### src/vfc_pkg.sv
// Package for the video front-end control register bank
`default_nettype none
package vfc_pkg;

  // ----------------------------------------------------------------
  // Register byte offsets
  // ----------------------------------------------------------------
  localparam logic [7:0] TEST_GUARD_OFS   = 8'h54;
  localparam logic [7:0] GAIN_DELAY_OFS   = 8'h60;
  localparam logic [7:0] BURST_DELAY_OFS  = 8'h64;
  localparam logic [7:0] AFE_CTRL_OFS     = 8'h68;
  localparam logic [7:0] EVEN_TIMING_OFS  = 8'h6C;
  localparam logic [7:0] ODD_TIMING_OFS   = 8'hEC;
  localparam logic [7:0] STATUS_OFS       = 8'hF0;

  // ----------------------------------------------------------------
  // Reset and fixed values
  // ----------------------------------------------------------------
  localparam logic [7:0] TEST_GUARD_VAL   = 8'h01;
  localparam logic [7:0] GAIN_DELAY_RST   = 8'h68;
  localparam logic [7:0] BURST_DELAY_RST  = 8'h5D;
  localparam logic [7:0] AFE_CTRL_RST     = 8'h82;
  localparam logic [7:0] TIMING_RST       = 8'h00;

  // ----------------------------------------------------------------
  // Converter interface field positions
  // ----------------------------------------------------------------
  localparam int ADAPT_BIT  = 0;
  localparam int CSLEEP_BIT = 1;
  localparam int YSLEEP_BIT = 2;
  localparam int CKOFF_BIT  = 3;
  localparam int GAINDIS_BIT = 4;
  localparam int SYNCLVL_BIT = 5;

  // ----------------------------------------------------------------
  // Reference voltage step control
  // ----------------------------------------------------------------
  localparam logic [7:0] REF_LEVEL_RST  = 8'h80;
  localparam logic [7:0] REF_LEVEL_MAX  = 8'hFF;

  // Decoded front-end controls
  typedef struct packed {
    logic sync_detect_level;
    logic gain_control_disable;
    logic clock_power_down;
    logic luma_sleep;
    logic chroma_sleep;
    logic adaptive_gain_mode;
  } vfc_ctrl_t;

  // Front-end state machine
  typedef enum logic [1:0] {GAIN_OFF, GAIN_FIXED, GAIN_ADAPT} vfc_gain_state_t;

endpackage : vfc_pkg
`default_nettype wire

### src/vfc_gain_ctrl.sv
// Reference voltage level control for the gain loop
`timescale 1ns/1ps
`default_nettype none
module vfc_gain_ctrl (
  input  wire logic            pclk,
  input  wire logic            presetn,
  input  wire vfc_pkg::vfc_ctrl_t ctrl,
  input  wire logic            luma_overflow,
  input  wire logic            chroma_overflow,
  output logic [7:0]           ref_level,
  output logic                 ref_drive_en,
  output vfc_pkg::vfc_gain_state_t gain_state
);

  // ----------------------------------------------------------------
  // State and level registers
  // ----------------------------------------------------------------
  vfc_pkg::vfc_gain_state_t state_reg, state_next;
  logic [7:0]               level_reg, level_next;
  wire                      ovf = luma_overflow | chroma_overflow;

  // Mode selection from control bits
  always_comb begin
    case (state_reg)
      default: begin
        if (ctrl.gain_control_disable)
          state_next = vfc_pkg::GAIN_OFF;
        else if (ctrl.adaptive_gain_mode)
          state_next = vfc_pkg::GAIN_ADAPT;
        else
          state_next = vfc_pkg::GAIN_FIXED;
      end
    endcase
  end

  // overflow widens range
  // Saturates so a stuck overflow cannot wrap the level back down
  assign level_next = (state_reg == vfc_pkg::GAIN_ADAPT && ovf &&
                       level_reg != vfc_pkg::REF_LEVEL_MAX) ? level_reg + 8'h01 : level_reg;

  always_ff @(posedge pclk or negedge presetn) begin
    if (!presetn) begin
      state_reg <= vfc_pkg::GAIN_FIXED;
      level_reg <= vfc_pkg::REF_LEVEL_RST;
    end else begin
      state_reg <= state_next;
      level_reg <= level_next;
    end
  end

  // reference driven only while gain active
  assign ref_drive_en = (state_reg != vfc_pkg::GAIN_OFF);
  assign ref_level    = level_reg;
  assign gain_state   = state_reg;

  a_adapt_raise: assert property (@(posedge pclk) disable iff (!presetn)
    (state_reg == vfc_pkg::GAIN_ADAPT && ovf && level_reg != 8'hFF)
    |=> (level_reg == $past(level_reg) + 8'h01))
    else $error("reference level did not rise on overflow");

  a_fixed_hold: assert property (@(posedge pclk) disable iff (!presetn)
    (state_reg != vfc_pkg::GAIN_ADAPT) |=> $stable(level_reg))
    else $error("reference level moved outside adaptive mode");

endmodule : vfc_gain_ctrl
`default_nettype wire

### src/vfc_regs.sv
// APB register bank for the video front-end controls
`timescale 1ns/1ps
`default_nettype none
module vfc_regs (
  input  wire logic        pclk,
  input  wire logic        presetn,
  input  wire logic        psel,
  input  wire logic        penable,
  input  wire logic        pwrite,
  input  wire logic [7:0]  paddr,
  input  wire logic [31:0] pwdata,
  input  wire logic [3:0]  pstrb,
  output logic [31:0]      prdata,
  output logic             pready,
  output logic             pslverr,
  input  wire logic        luma_overflow,
  input  wire logic        chroma_overflow,
  output logic [7:0]       gain_gate_delay,
  output logic [7:0]       burst_sample_delay,
  output logic             sync_detect_level,
  output logic             luma_sleep,
  output logic             chroma_sleep,
  output logic             decoder_clock_enable,
  output logic [7:0]       reference_voltage_output,
  output logic             reference_voltage_output_en,
  output logic [7:0]       even_field_timing_ctl,
  output logic [7:0]       odd_field_timing_ctl
);

  // ----------------------------------------------------------------
  // Bus decode
  // ----------------------------------------------------------------
  wire wr_en   = psel & penable & pwrite;
  wire lane0   = pstrb[0];
  wire hit_tst = (paddr == vfc_pkg::TEST_GUARD_OFS);
  wire hit_gd  = (paddr == vfc_pkg::GAIN_DELAY_OFS);
  wire hit_bd  = (paddr == vfc_pkg::BURST_DELAY_OFS);
  wire hit_afe = (paddr == vfc_pkg::AFE_CTRL_OFS);
  wire hit_ev  = (paddr == vfc_pkg::EVEN_TIMING_OFS);
  wire hit_od  = (paddr == vfc_pkg::ODD_TIMING_OFS);
  wire hit_st  = (paddr == vfc_pkg::STATUS_OFS);
  wire mapped  = hit_tst | hit_gd | hit_bd | hit_afe | hit_ev | hit_od | hit_st;
  wire wr_byte = wr_en & lane0;

  // Single-cycle access phase; unmapped reads and writes, or status writes, flag an error
  assign pready  = 1'b1;
  assign pslverr = psel & penable & (~mapped | (pwrite & hit_st));

  // ----------------------------------------------------------------
  // Storage
  // ----------------------------------------------------------------
  logic [7:0] gd_reg, bd_reg, afe_reg, ev_reg, od_reg;
  logic [7:0] gd_next, bd_next, afe_next, ev_next, od_next;

  assign gd_next  = (wr_byte & hit_gd)  ? pwdata[7:0] : gd_reg;
  assign bd_next  = (wr_byte & hit_bd)  ? pwdata[7:0] : bd_reg;
  // converter interface store, all eight bits kept
  assign afe_next = (wr_byte & hit_afe) ? pwdata[7:0] : afe_reg;
  assign ev_next  = (wr_byte & hit_ev)  ? pwdata[7:0] : ev_reg;
  assign od_next  = (wr_byte & hit_od)  ? pwdata[7:0] : od_reg;

  always_ff @(posedge pclk or negedge presetn) begin
    if (!presetn) begin
      gd_reg  <= vfc_pkg::GAIN_DELAY_RST;
      bd_reg  <= vfc_pkg::BURST_DELAY_RST;
      afe_reg <= vfc_pkg::AFE_CTRL_RST;
      ev_reg  <= vfc_pkg::TIMING_RST;
      od_reg  <= vfc_pkg::TIMING_RST;
    end else begin
      gd_reg  <= gd_next;
      bd_reg  <= bd_next;
      afe_reg <= afe_next;
      ev_reg  <= ev_next;
      od_reg  <= od_next;
    end
  end

  // ----------------------------------------------------------------
  // Control decode
  // ----------------------------------------------------------------
  vfc_pkg::vfc_ctrl_t ctrl;
  assign ctrl.sync_detect_level    = afe_reg[vfc_pkg::SYNCLVL_BIT];
  assign ctrl.gain_control_disable = afe_reg[vfc_pkg::GAINDIS_BIT];
  assign ctrl.clock_power_down     = afe_reg[vfc_pkg::CKOFF_BIT];
  assign ctrl.luma_sleep           = afe_reg[vfc_pkg::YSLEEP_BIT];
  assign ctrl.chroma_sleep         = afe_reg[vfc_pkg::CSLEEP_BIT];
  assign ctrl.adaptive_gain_mode   = afe_reg[vfc_pkg::ADAPT_BIT];

  // Sleeping converters cannot report real overflow
  wire luma_ovf_q   = luma_overflow & ~ctrl.luma_sleep;
  wire chroma_ovf_q = chroma_overflow & ~ctrl.chroma_sleep;

  vfc_pkg::vfc_gain_state_t gain_state;

  // Gain loop
  vfc_gain_ctrl u_gain (
    .pclk            (pclk),
    .presetn         (presetn),
    .ctrl            (ctrl),
    .luma_overflow   (luma_ovf_q),
    .chroma_overflow (chroma_ovf_q),
    .ref_level       (reference_voltage_output),
    .ref_drive_en    (reference_voltage_output_en),
    .gain_state      (gain_state)
  );

  // Outputs from flops
  assign gain_gate_delay       = gd_reg;
  assign burst_sample_delay    = bd_reg;
  assign sync_detect_level     = ctrl.sync_detect_level;
  assign luma_sleep            = ctrl.luma_sleep;
  assign chroma_sleep          = ctrl.chroma_sleep;
  // gates only decoder clock, bus logic keeps running
  assign decoder_clock_enable  = ~ctrl.clock_power_down;
  assign even_field_timing_ctl = ev_reg;
  assign odd_field_timing_ctl  = od_reg;

  // ----------------------------------------------------------------
  // Read mux
  // ----------------------------------------------------------------
  wire [7:0] status_byte = {4'h0, reference_voltage_output_en,
                            gain_state == vfc_pkg::GAIN_ADAPT,
                            luma_overflow, chroma_overflow};
  wire [7:0] rd_byte =
    // guard reads constant regardless of writes
    hit_tst ? vfc_pkg::TEST_GUARD_VAL :
    hit_gd  ? gd_reg  :
    hit_bd  ? bd_reg  :
    hit_afe ? afe_reg :
    hit_ev  ? ev_reg  :
    hit_od  ? od_reg  :
    hit_st  ? status_byte : 8'h00;

  // ----------------------------------------------------------------
  // Read data register
  // ----------------------------------------------------------------
  // Captured in the setup phase so the access phase shows a flop output
  logic [31:0] prdata_reg, prdata_next;
  wire         rd_setup  = psel & ~penable & ~pwrite;
  wire         rd_access = psel & penable & ~pwrite;

  // Held through the access phase; upper bits zero, idle bus reads zero
  assign prdata_next = rd_setup  ? {24'h000000, rd_byte} :
                       rd_access ? prdata_reg : 32'h00000000;

  // Read word register, cleared on reset
  always_ff @(posedge pclk or negedge presetn) begin
    if (!presetn) begin
      prdata_reg <= 32'h00000000;
    end else begin
      prdata_reg <= prdata_next;
    end
  end

  assign prdata = prdata_reg;

  // ----------------------------------------------------------------
  // Checks
  // ----------------------------------------------------------------
  // guard reads constant
  a_guard_const: assert property (@(posedge pclk) disable iff (!presetn)
    (psel && penable && !pwrite && hit_tst) |-> (prdata == 32'h00000001))
    else $error("test guard read not constant");

  a_guard_noerr: assert property (@(posedge pclk) disable iff (!presetn)
    (psel && penable && hit_tst) |-> !pslverr)
    else $error("test guard access refused");

  // Unmapped access refused
  a_unmapped_err: assert property (@(posedge pclk) disable iff (!presetn)
    (psel && penable && !mapped) |-> pslverr)
    else $error("unmapped access not refused");

  // One byte per word, upper lanes zero
  a_rd_upper: assert property (@(posedge pclk) disable iff (!presetn)
    (psel && penable && !pwrite) |-> (prdata[31:8] == 24'h000000))
    else $error("upper read lanes not zero");

  // ----------------------------------------------------------------
  // Storage checks
  // ----------------------------------------------------------------
  // gate delay write
  a_gate_write: assert property (@(posedge pclk) disable iff (!presetn)
    (wr_byte && hit_gd) |=> (gd_reg == $past(pwdata[7:0])))
    else $error("gain gate delay write lost");

  a_gate_hold: assert property (@(posedge pclk) disable iff (!presetn)
    !(wr_byte && hit_gd) |=> $stable(gd_reg))
    else $error("gain gate delay changed without write");

  a_gate_read: assert property (@(posedge pclk) disable iff (!presetn)
    (psel && penable && !pwrite && hit_gd) |-> (prdata[7:0] == gd_reg))
    else $error("gain gate delay read wrong");

  a_burst_write: assert property (@(posedge pclk) disable iff (!presetn)
    (wr_byte && hit_bd) |=> (bd_reg == $past(pwdata[7:0])))
    else $error("burst delay write lost");

  a_burst_hold: assert property (@(posedge pclk) disable iff (!presetn)
    !(wr_byte && hit_bd) |=> $stable(bd_reg))
    else $error("burst delay changed without write");

  a_burst_read: assert property (@(posedge pclk) disable iff (!presetn)
    (psel && penable && !pwrite && hit_bd) |-> (prdata[7:0] == bd_reg))
    else $error("burst delay read wrong");

  a_afe_write: assert property (@(posedge pclk) disable iff (!presetn)
    (wr_byte && hit_afe) |=> (afe_reg == $past(pwdata[7:0])))
    else $error("converter register write lost");

  a_afe_hold: assert property (@(posedge pclk) disable iff (!presetn)
    !(wr_byte && hit_afe) |=> $stable(afe_reg))
    else $error("converter register changed without write");

  a_afe_read: assert property (@(posedge pclk) disable iff (!presetn)
    (psel && penable && !pwrite && hit_afe) |-> (prdata[7:0] == afe_reg))
    else $error("converter register read wrong");

  a_even_write: assert property (@(posedge pclk) disable iff (!presetn)
    (wr_byte && hit_ev) |=> (ev_reg == $past(pwdata[7:0])))
    else $error("even timing write lost");

  a_odd_write: assert property (@(posedge pclk) disable iff (!presetn)
    (wr_byte && hit_od) |=> (od_reg == $past(pwdata[7:0])))
    else $error("odd timing write lost");

  a_field_sep: assert property (@(posedge pclk) disable iff (!presetn)
    (wr_byte && hit_ev) |=> $stable(od_reg))
    else $error("odd timing disturbed by even write");

  a_even_sep: assert property (@(posedge pclk) disable iff (!presetn)
    (wr_byte && hit_od) |=> $stable(ev_reg))
    else $error("even timing disturbed by odd write");

  a_even_read: assert property (@(posedge pclk) disable iff (!presetn)
    (psel && penable && !pwrite && hit_ev) |-> (prdata[7:0] == ev_reg))
    else $error("even timing read wrong");

  a_odd_read: assert property (@(posedge pclk) disable iff (!presetn)
    (psel && penable && !pwrite && hit_od) |-> (prdata[7:0] == od_reg))
    else $error("odd timing read wrong");

  // ----------------------------------------------------------------
  // Control checks
  // ----------------------------------------------------------------
  // sync threshold follows write
  a_sync_level: assert property (@(posedge pclk) disable iff (!presetn)
    (wr_byte && hit_afe) |=> (sync_detect_level == $past(pwdata[vfc_pkg::SYNCLVL_BIT])))
    else $error("sync threshold mismatch");

  a_ref_release: assert property (@(posedge pclk) disable iff (!presetn)
    (wr_byte && hit_afe && pwdata[4]) |=> ##1 !reference_voltage_output_en)
    else $error("reference still driven with gain off");

  a_ref_drive: assert property (@(posedge pclk) disable iff (!presetn)
    (wr_byte && hit_afe && !pwdata[4]) |=> ##1 reference_voltage_output_en)
    else $error("reference not driven with gain on");

  // drive trails the bit by one edge
  a_ref_follow: assert property (@(posedge pclk) disable iff (!presetn)
    reference_voltage_output_en == !$past(afe_reg[vfc_pkg::GAINDIS_BIT]))
    else $error("reference drive out of step with gain bit");

  a_clk_down: assert property (@(posedge pclk) disable iff (!presetn)
    (wr_byte && hit_afe) |=> (decoder_clock_enable == !$past(pwdata[3])))
    else $error("decoder clock enable wrong");

  a_clk_hold: assert property (@(posedge pclk) disable iff (!presetn)
    !(wr_byte && hit_afe) |=> $stable(decoder_clock_enable))
    else $error("decoder clock enable changed without write");

  a_clk_bus: assert property (@(posedge pclk) disable iff (!presetn)
    (psel && penable && !pwrite && hit_afe && !decoder_clock_enable) |->
    prdata[vfc_pkg::CKOFF_BIT])
    else $error("register read lost during power-down");

  a_sleep_bits: assert property (@(posedge pclk) disable iff (!presetn)
    (wr_byte && hit_afe) |=> (luma_sleep == $past(pwdata[2]) &&
                              chroma_sleep == $past(pwdata[1])))
    else $error("converter sleep bits wrong");

  a_sleep_hold: assert property (@(posedge pclk) disable iff (!presetn)
    !(wr_byte && hit_afe) |=> ($stable(luma_sleep) && $stable(chroma_sleep)))
    else $error("converter sleep changed without write");

  a_level_mono: assert property (@(posedge pclk) disable iff (!presetn)
    reference_voltage_output >= $past(reference_voltage_output))
    else $error("reference level fell");

  a_sleep_mask: assert property (@(posedge pclk) disable iff (!presetn)
    (luma_sleep && chroma_sleep) |=> $stable(reference_voltage_output))
    else $error("reference rose with both converters asleep");

endmodule : vfc_regs
`default_nettype wire

### config.mk
export PLATFORM = sky130hd
export DESIGN_NAME = vfc_regs
export DESIGN_NICKNAME = d
export VERILOG_FILES = /design/src/vfc_pkg.sv /design/src/vfc_gain_ctrl.sv /design/src/vfc_regs.sv
export SDC_FILE = /design/constraint.sdc
export NUM_CORES = 1
export LEC_CHECK = 0
export CORE_MARGIN = 5
export CORE_UTILIZATION = 45
export CTS_CLUSTER_DIAMETER = 30
export DETAILED_ROUTE_END_ITERATION = 7
export DONT_BUFFER_PORTS = 1
export PLACE_DENSITY_LB_ADDON = 0.2
export SLEW_MARGIN = 20
export SYNTH_ARGS = -nofsm -noshare
export SYNTH_HDL_FRONTEND = slang
export SYNTH_SLANG_ARGS = --single-unit
### constraint.sdc
create_clock -name pclk -period 5.2 [get_ports pclk]
set_input_delay 1.04 -clock pclk [delete_from_list [all_inputs] [get_ports pclk]]
set_output_delay 1.04 -clock pclk [all_outputs]
set_load 0.1 [all_outputs]
## Yosys cells after proc, flatten, opt, wreduce, memory -nomap -nowiden

Index checks and enable logic that the tools add are counted.

- Add/sub/neg operators: 1
- Equality and inequality tests: 10
- Mux-type cells: 11
- Bitwise gates (word level): 29
- Reduce and logical (&&, ||, !) cells: 3

Operators with widths:

| kind | number |
|---|---|
| $mux W32 | 2 |
| $mux W8 | 6 |
| $eq A8 B7 Y1 const B | 5 |
| $eq A8 B8 Y1 const B | 2 |
| $and A1 B1 Y1 | 15 |
| $add A8 B1 Y8 const B | 1 |
| $ne A8 B8 Y1 const B | 1 |
| $or A1 B1 Y1 | 8 |
| $not A1 Y1 | 6 |
| $mux W2 | 2 |
| $mux W4 | 1 |
| $eq A2 B2 Y1 const B | 1 |
| $logic_and A1 B1 Y1 | 2 |
| $ne A2 B2 Y1 const B | 1 |
| $reduce_bool A2 Y1 | 1 |

- Register bits: 82
- Input port bits: 51
- Output and inout port bits: 79
- Logic and storage cells: 62

## Depth between registers and ports, before layout

- Word-level depth: 10
- Gate-level depth with buffers: 7
- Gate-level depth less buffers: 5

## By module

From an unflattened synthesis, not the netlist that was laid out.

- Cell total of the unflattened synthesis: 284
- Area, all modules: 3,181.8 sq um

By module, submodules not included:

| module | times used | cells an instance | area each (sq um) | sequential area each (sq um) |
|---|---|---|---|---|
| vfc_regs | 1 | 239 | 2,670.1 | 1,213.7 |
| vfc_gain_ctrl | 1 | 45 | 511.7 | 252.7 |

## Least setup slack after synthesis

OpenSTA, ideal clock, no wires.

- Kind: input port to output port
- Start: in paddr[0]
- End: out pslverr
- Data arrival time: 6.286 ns
- Required time: 4.160 ns
- Setup slack: -2.126 ns
- Stages on the path: 4
- Path buffers: 1
- Cell sequence: and4bb_2 and3_1 clkbuf_1 a2111oi_0

- Longest elaborated chain between the ends: 10
- Elaborated cells on any way between the ends: 17
- Those cells by class: eq/ne (7); bitwise (10)

RTL lines:

| what | RTL line | RTL |
|---|---|---|
| start, declared | vfc_regs.sv:10 | `input wire logic [7:0] paddr,` |
| $eq A8 B7 Y1, on equally long branches | vfc_regs.sv:35, vfc_regs.sv:36 |  |
| $or A1 B1 Y1 (6 in series) | vfc_regs.sv:42 | `wire mapped = hit_tst \| hit_gd \| hit_bd \| hit_afe \| hit_ev \| hit_od \| hit_st;` |
| $not A1 Y1 | vfc_regs.sv:47 | `assign pslverr = psel & penable & (~mapped \| (pwrite & hit_st));` |
| $or A1 B1 Y1 * | vfc_regs.sv:47 |  |
| $and A1 B1 Y1 * | vfc_regs.sv:47 |  |
| end, declared | vfc_regs.sv:15 | `output logic pslverr,` |

Every way passes the cells marked *; elsewhere a longest branch is shown, timed or not.

## Worst setup path in the final report

- Start: in paddr[1]
- End: out pslverr

The elaborated chain is that of the path after synthesis.

==> results.txt <==
Die Area -> 8859 um2
Worst R2R Setup Slack -> 2.62 ns
Fin area -> 3406 um2
Synth Warn # -> 0
CP max stage cell -> or3_1
Cell count after synthesis -> 281
Final Cycle Share -> 0.7064
Number of synthesized register bits -> 58
Final setup vio count -> 0
Tot GR Track Use -> 0.1880
Later-pin clock latency in the skew report -> 0.34 ns
Worst r2r src -> u_gain.ref_level[1]
Sequential-to-total area share from yosys stat -> 0.4605
Final Skew -> 0.009478 ns
CP Max Fanout -> 9
Vias in the first global route -> 2198
Final WL -> 8173 um
CTS Buf Count -> 9
Cts hold-fix bufs -> 0
FF-to-FF path depth -> 5
Die Wd -> 94.12 um
First-pass GRT wire length -> 12340 um
Initial core utilization -> 0.4661
Final hold violation count -> 0
Crit path kind -> input pin to primary output
Layout cells sized above 1 -> 0.2657
Avg Inst Size Synth -> 11.33 um2
DP Wirelength -> 5765 um
Syn Std Cell Area -> 3184 um2
Clock Tree Buf Depth -> 2
CTS tree -> built
Maximum vdd drop -> 0.1433 mV
Ant. Diodes -> 0
Final Slew Violations -> 0
Synth top area share -> 0.3615
Setup tns final -> 0 ns
Fmax -> 272.2 MHz
Worst Setup End Kind -> primary output
Pwr Density -> 300.3 nW/um2
# IOs -> 130
Worst setup SP type -> input pin
Post-route ant nets -> 0
Cell taking the most area after synthesis -> dfrtp_1
Most common cell in the netlist -> dfrtp_1
Worst path bufs/invs -> 1
Synth-to-Final Area Change -> 6.955%
Critical path arrival -> 2.63 ns
Largest net degree at the start of global routing -> 59
Dpl ws -> 1.586 ns
Post-route insts no fill -> 382
DRC errors left -> 0
Clock sinks -> 58
Die height -> 94.12 um
Top Family by Delay on Critical Path -> simple AND/OR/NAND/NOR gates
Static leakage -> 1.524 nW
GRT overflow -> 0
Row count -> 30
Placed Cells -> 366
Max-cap viol count -> 0
Hold WC Path Type -> input pin to asynchronous set/reset pin
Routed WL per cell -> 21.40 um
Vias per inst -> 5.683
H-tree levels -> 3
Clock Tree Root -> clkbuf_8
Main synth FF type -> dfrtp_1
Reg-to-Reg End -> u_gain.ref_level[1]
Antenna violations before repair -> 0
Placed Area -> 3202 um2
Post-synth EDFFs -> 0
Ys async rst share -> 1.000
CP max stage delay -> 0.57 ns
Buffers on Ports -> 0
Postcts setup bufs -> 0
Crit path time final -> 3.673 ns
Crit-path cells -> or3_1 > nor4_2 > nor2b_1 > a2111oi_4 > buf_16
Worst Max-Slew Pin Slew -> 1.023 ns
Most frequent cells after synthesis -> dfrtp_1, mux2_2, nand2_1
Synth area leaders -> dfrtp_1, mux2_2, dfstp_2, buf_4, mux2_4
Core Area -> 6832 um2
Unrepaired setup endpoints after global routing -> no
Slew HR -> 0.3156
DR pass1 iterations -> 4
Distinct cells, synth -> 53
WP data required -> 4.16 ns
Iter 0 DRT Violations -> 269
Cts repair resizes -> 0
Status -> completed
Fin worst setup slack -> 1.527 ns
Final GP Congestion -> 0.8022
Vias -> 2171
Nets -> 333
CTS clk-pin slew, worst paths -> 0.07 ns
==> worst register-to-register path: stages, from the launching register on <==
cell,delay (ns)
dfrtp_1,0.98
ha_1,0.31
and2_1,0.17
nand3_1,0.21
o21ai_0,0.41
mux2_2,0.39
==> power by group <==
group / internal [W] / switching, W
sequential: 0.000455 / 0.0000201
clock: 0.000248 / 0.000187
combinational: 0.0000158 / 0.0000972
total: 0.000718 / 0.000305
==> layout by cell type, fill, tap and decap left out, types with 2 or more instances in the layout <==
cell type,instances
or4_1,4
dfstp_2,12
and3_1,3
a221oi_1,6
mux2_4,8
nor3b_1,2
mux2_2,33
dfrtp_1,46
clkinv_2,2
nor3_1,2
o2111ai_1,2
inv_1,4
conb_1,25
a2bb2oi_1,3
nand4_1,3
a21oi_1,8
o31ai_1,4
and3b_1,2
a222oi_1,3
nor2b_1,4
o21ai_0,2
nor2_1,8
nand3b_1,7
o221ai_1,3
nand2b_1,6
and2_1,3
xnor2_1,7
clkbuf_8,11
mux2i_1,3
nand2_1,28
o211ai_1,5
nand3_1,4
==> cell type report <==
class                   count  area [um2]
multi-input cells         207        1573
inverters                   4       15.01
well taps                  96       120.1
fillers                   638        3426
clock inverters             4       48.80
clock buffers              12       155.1
flip-flops and latches     58        1466
repair buffers              1       27.53
==> worst max path at each step <==
stage               cells past startpoint      from      end
floorplan                               4  paddr[7]  pslverr
detailed placement                      5  paddr[1]  pslverr
CTS                                     5  paddr[1]  pslverr
finish                                  5  paddr[1]  pslverr
global placement                        5  paddr[1]  pslverr
global route                            5  paddr[1]  pslverr
==> stage by stage <==
step	utilization	total power, W	hold WS, ns
CTS	0.4985	0.001029	0.3783
finish	0.4985	0.001023	0.3880
global placement	0.4687	0.0005948	0.4253
global route	0.4985	0.001060	0.3667
floorplan	-	0.0006057	0.3981
detailed placement	0.4687	0.0005949	0.4224
==> kinds of logic (layout without fill, tap and decap cells) <==
logic type      Yosys count  count (layout)  synth area share
compound gates           41              41           0.09824
xor+xnor                  7               7           0.01925
other cells               2              25          0.002358
flops                    58              58            0.4605
simple gates             88              88            0.1698
fa+ha+maj                 1               1          0.003929
mux                      45              45            0.1674
buf+inv                  39              21           0.07859
==> layer usage <==
metal  wire [um]  up-vias  track usage
met1        3309     1059       0.2330
li1            -      993            -
met3         853        9      0.07853
met4         129        0      0.07461
met2        3881      110       0.2892
met5           0        -            0
Power figures use the tool's default switching activity.
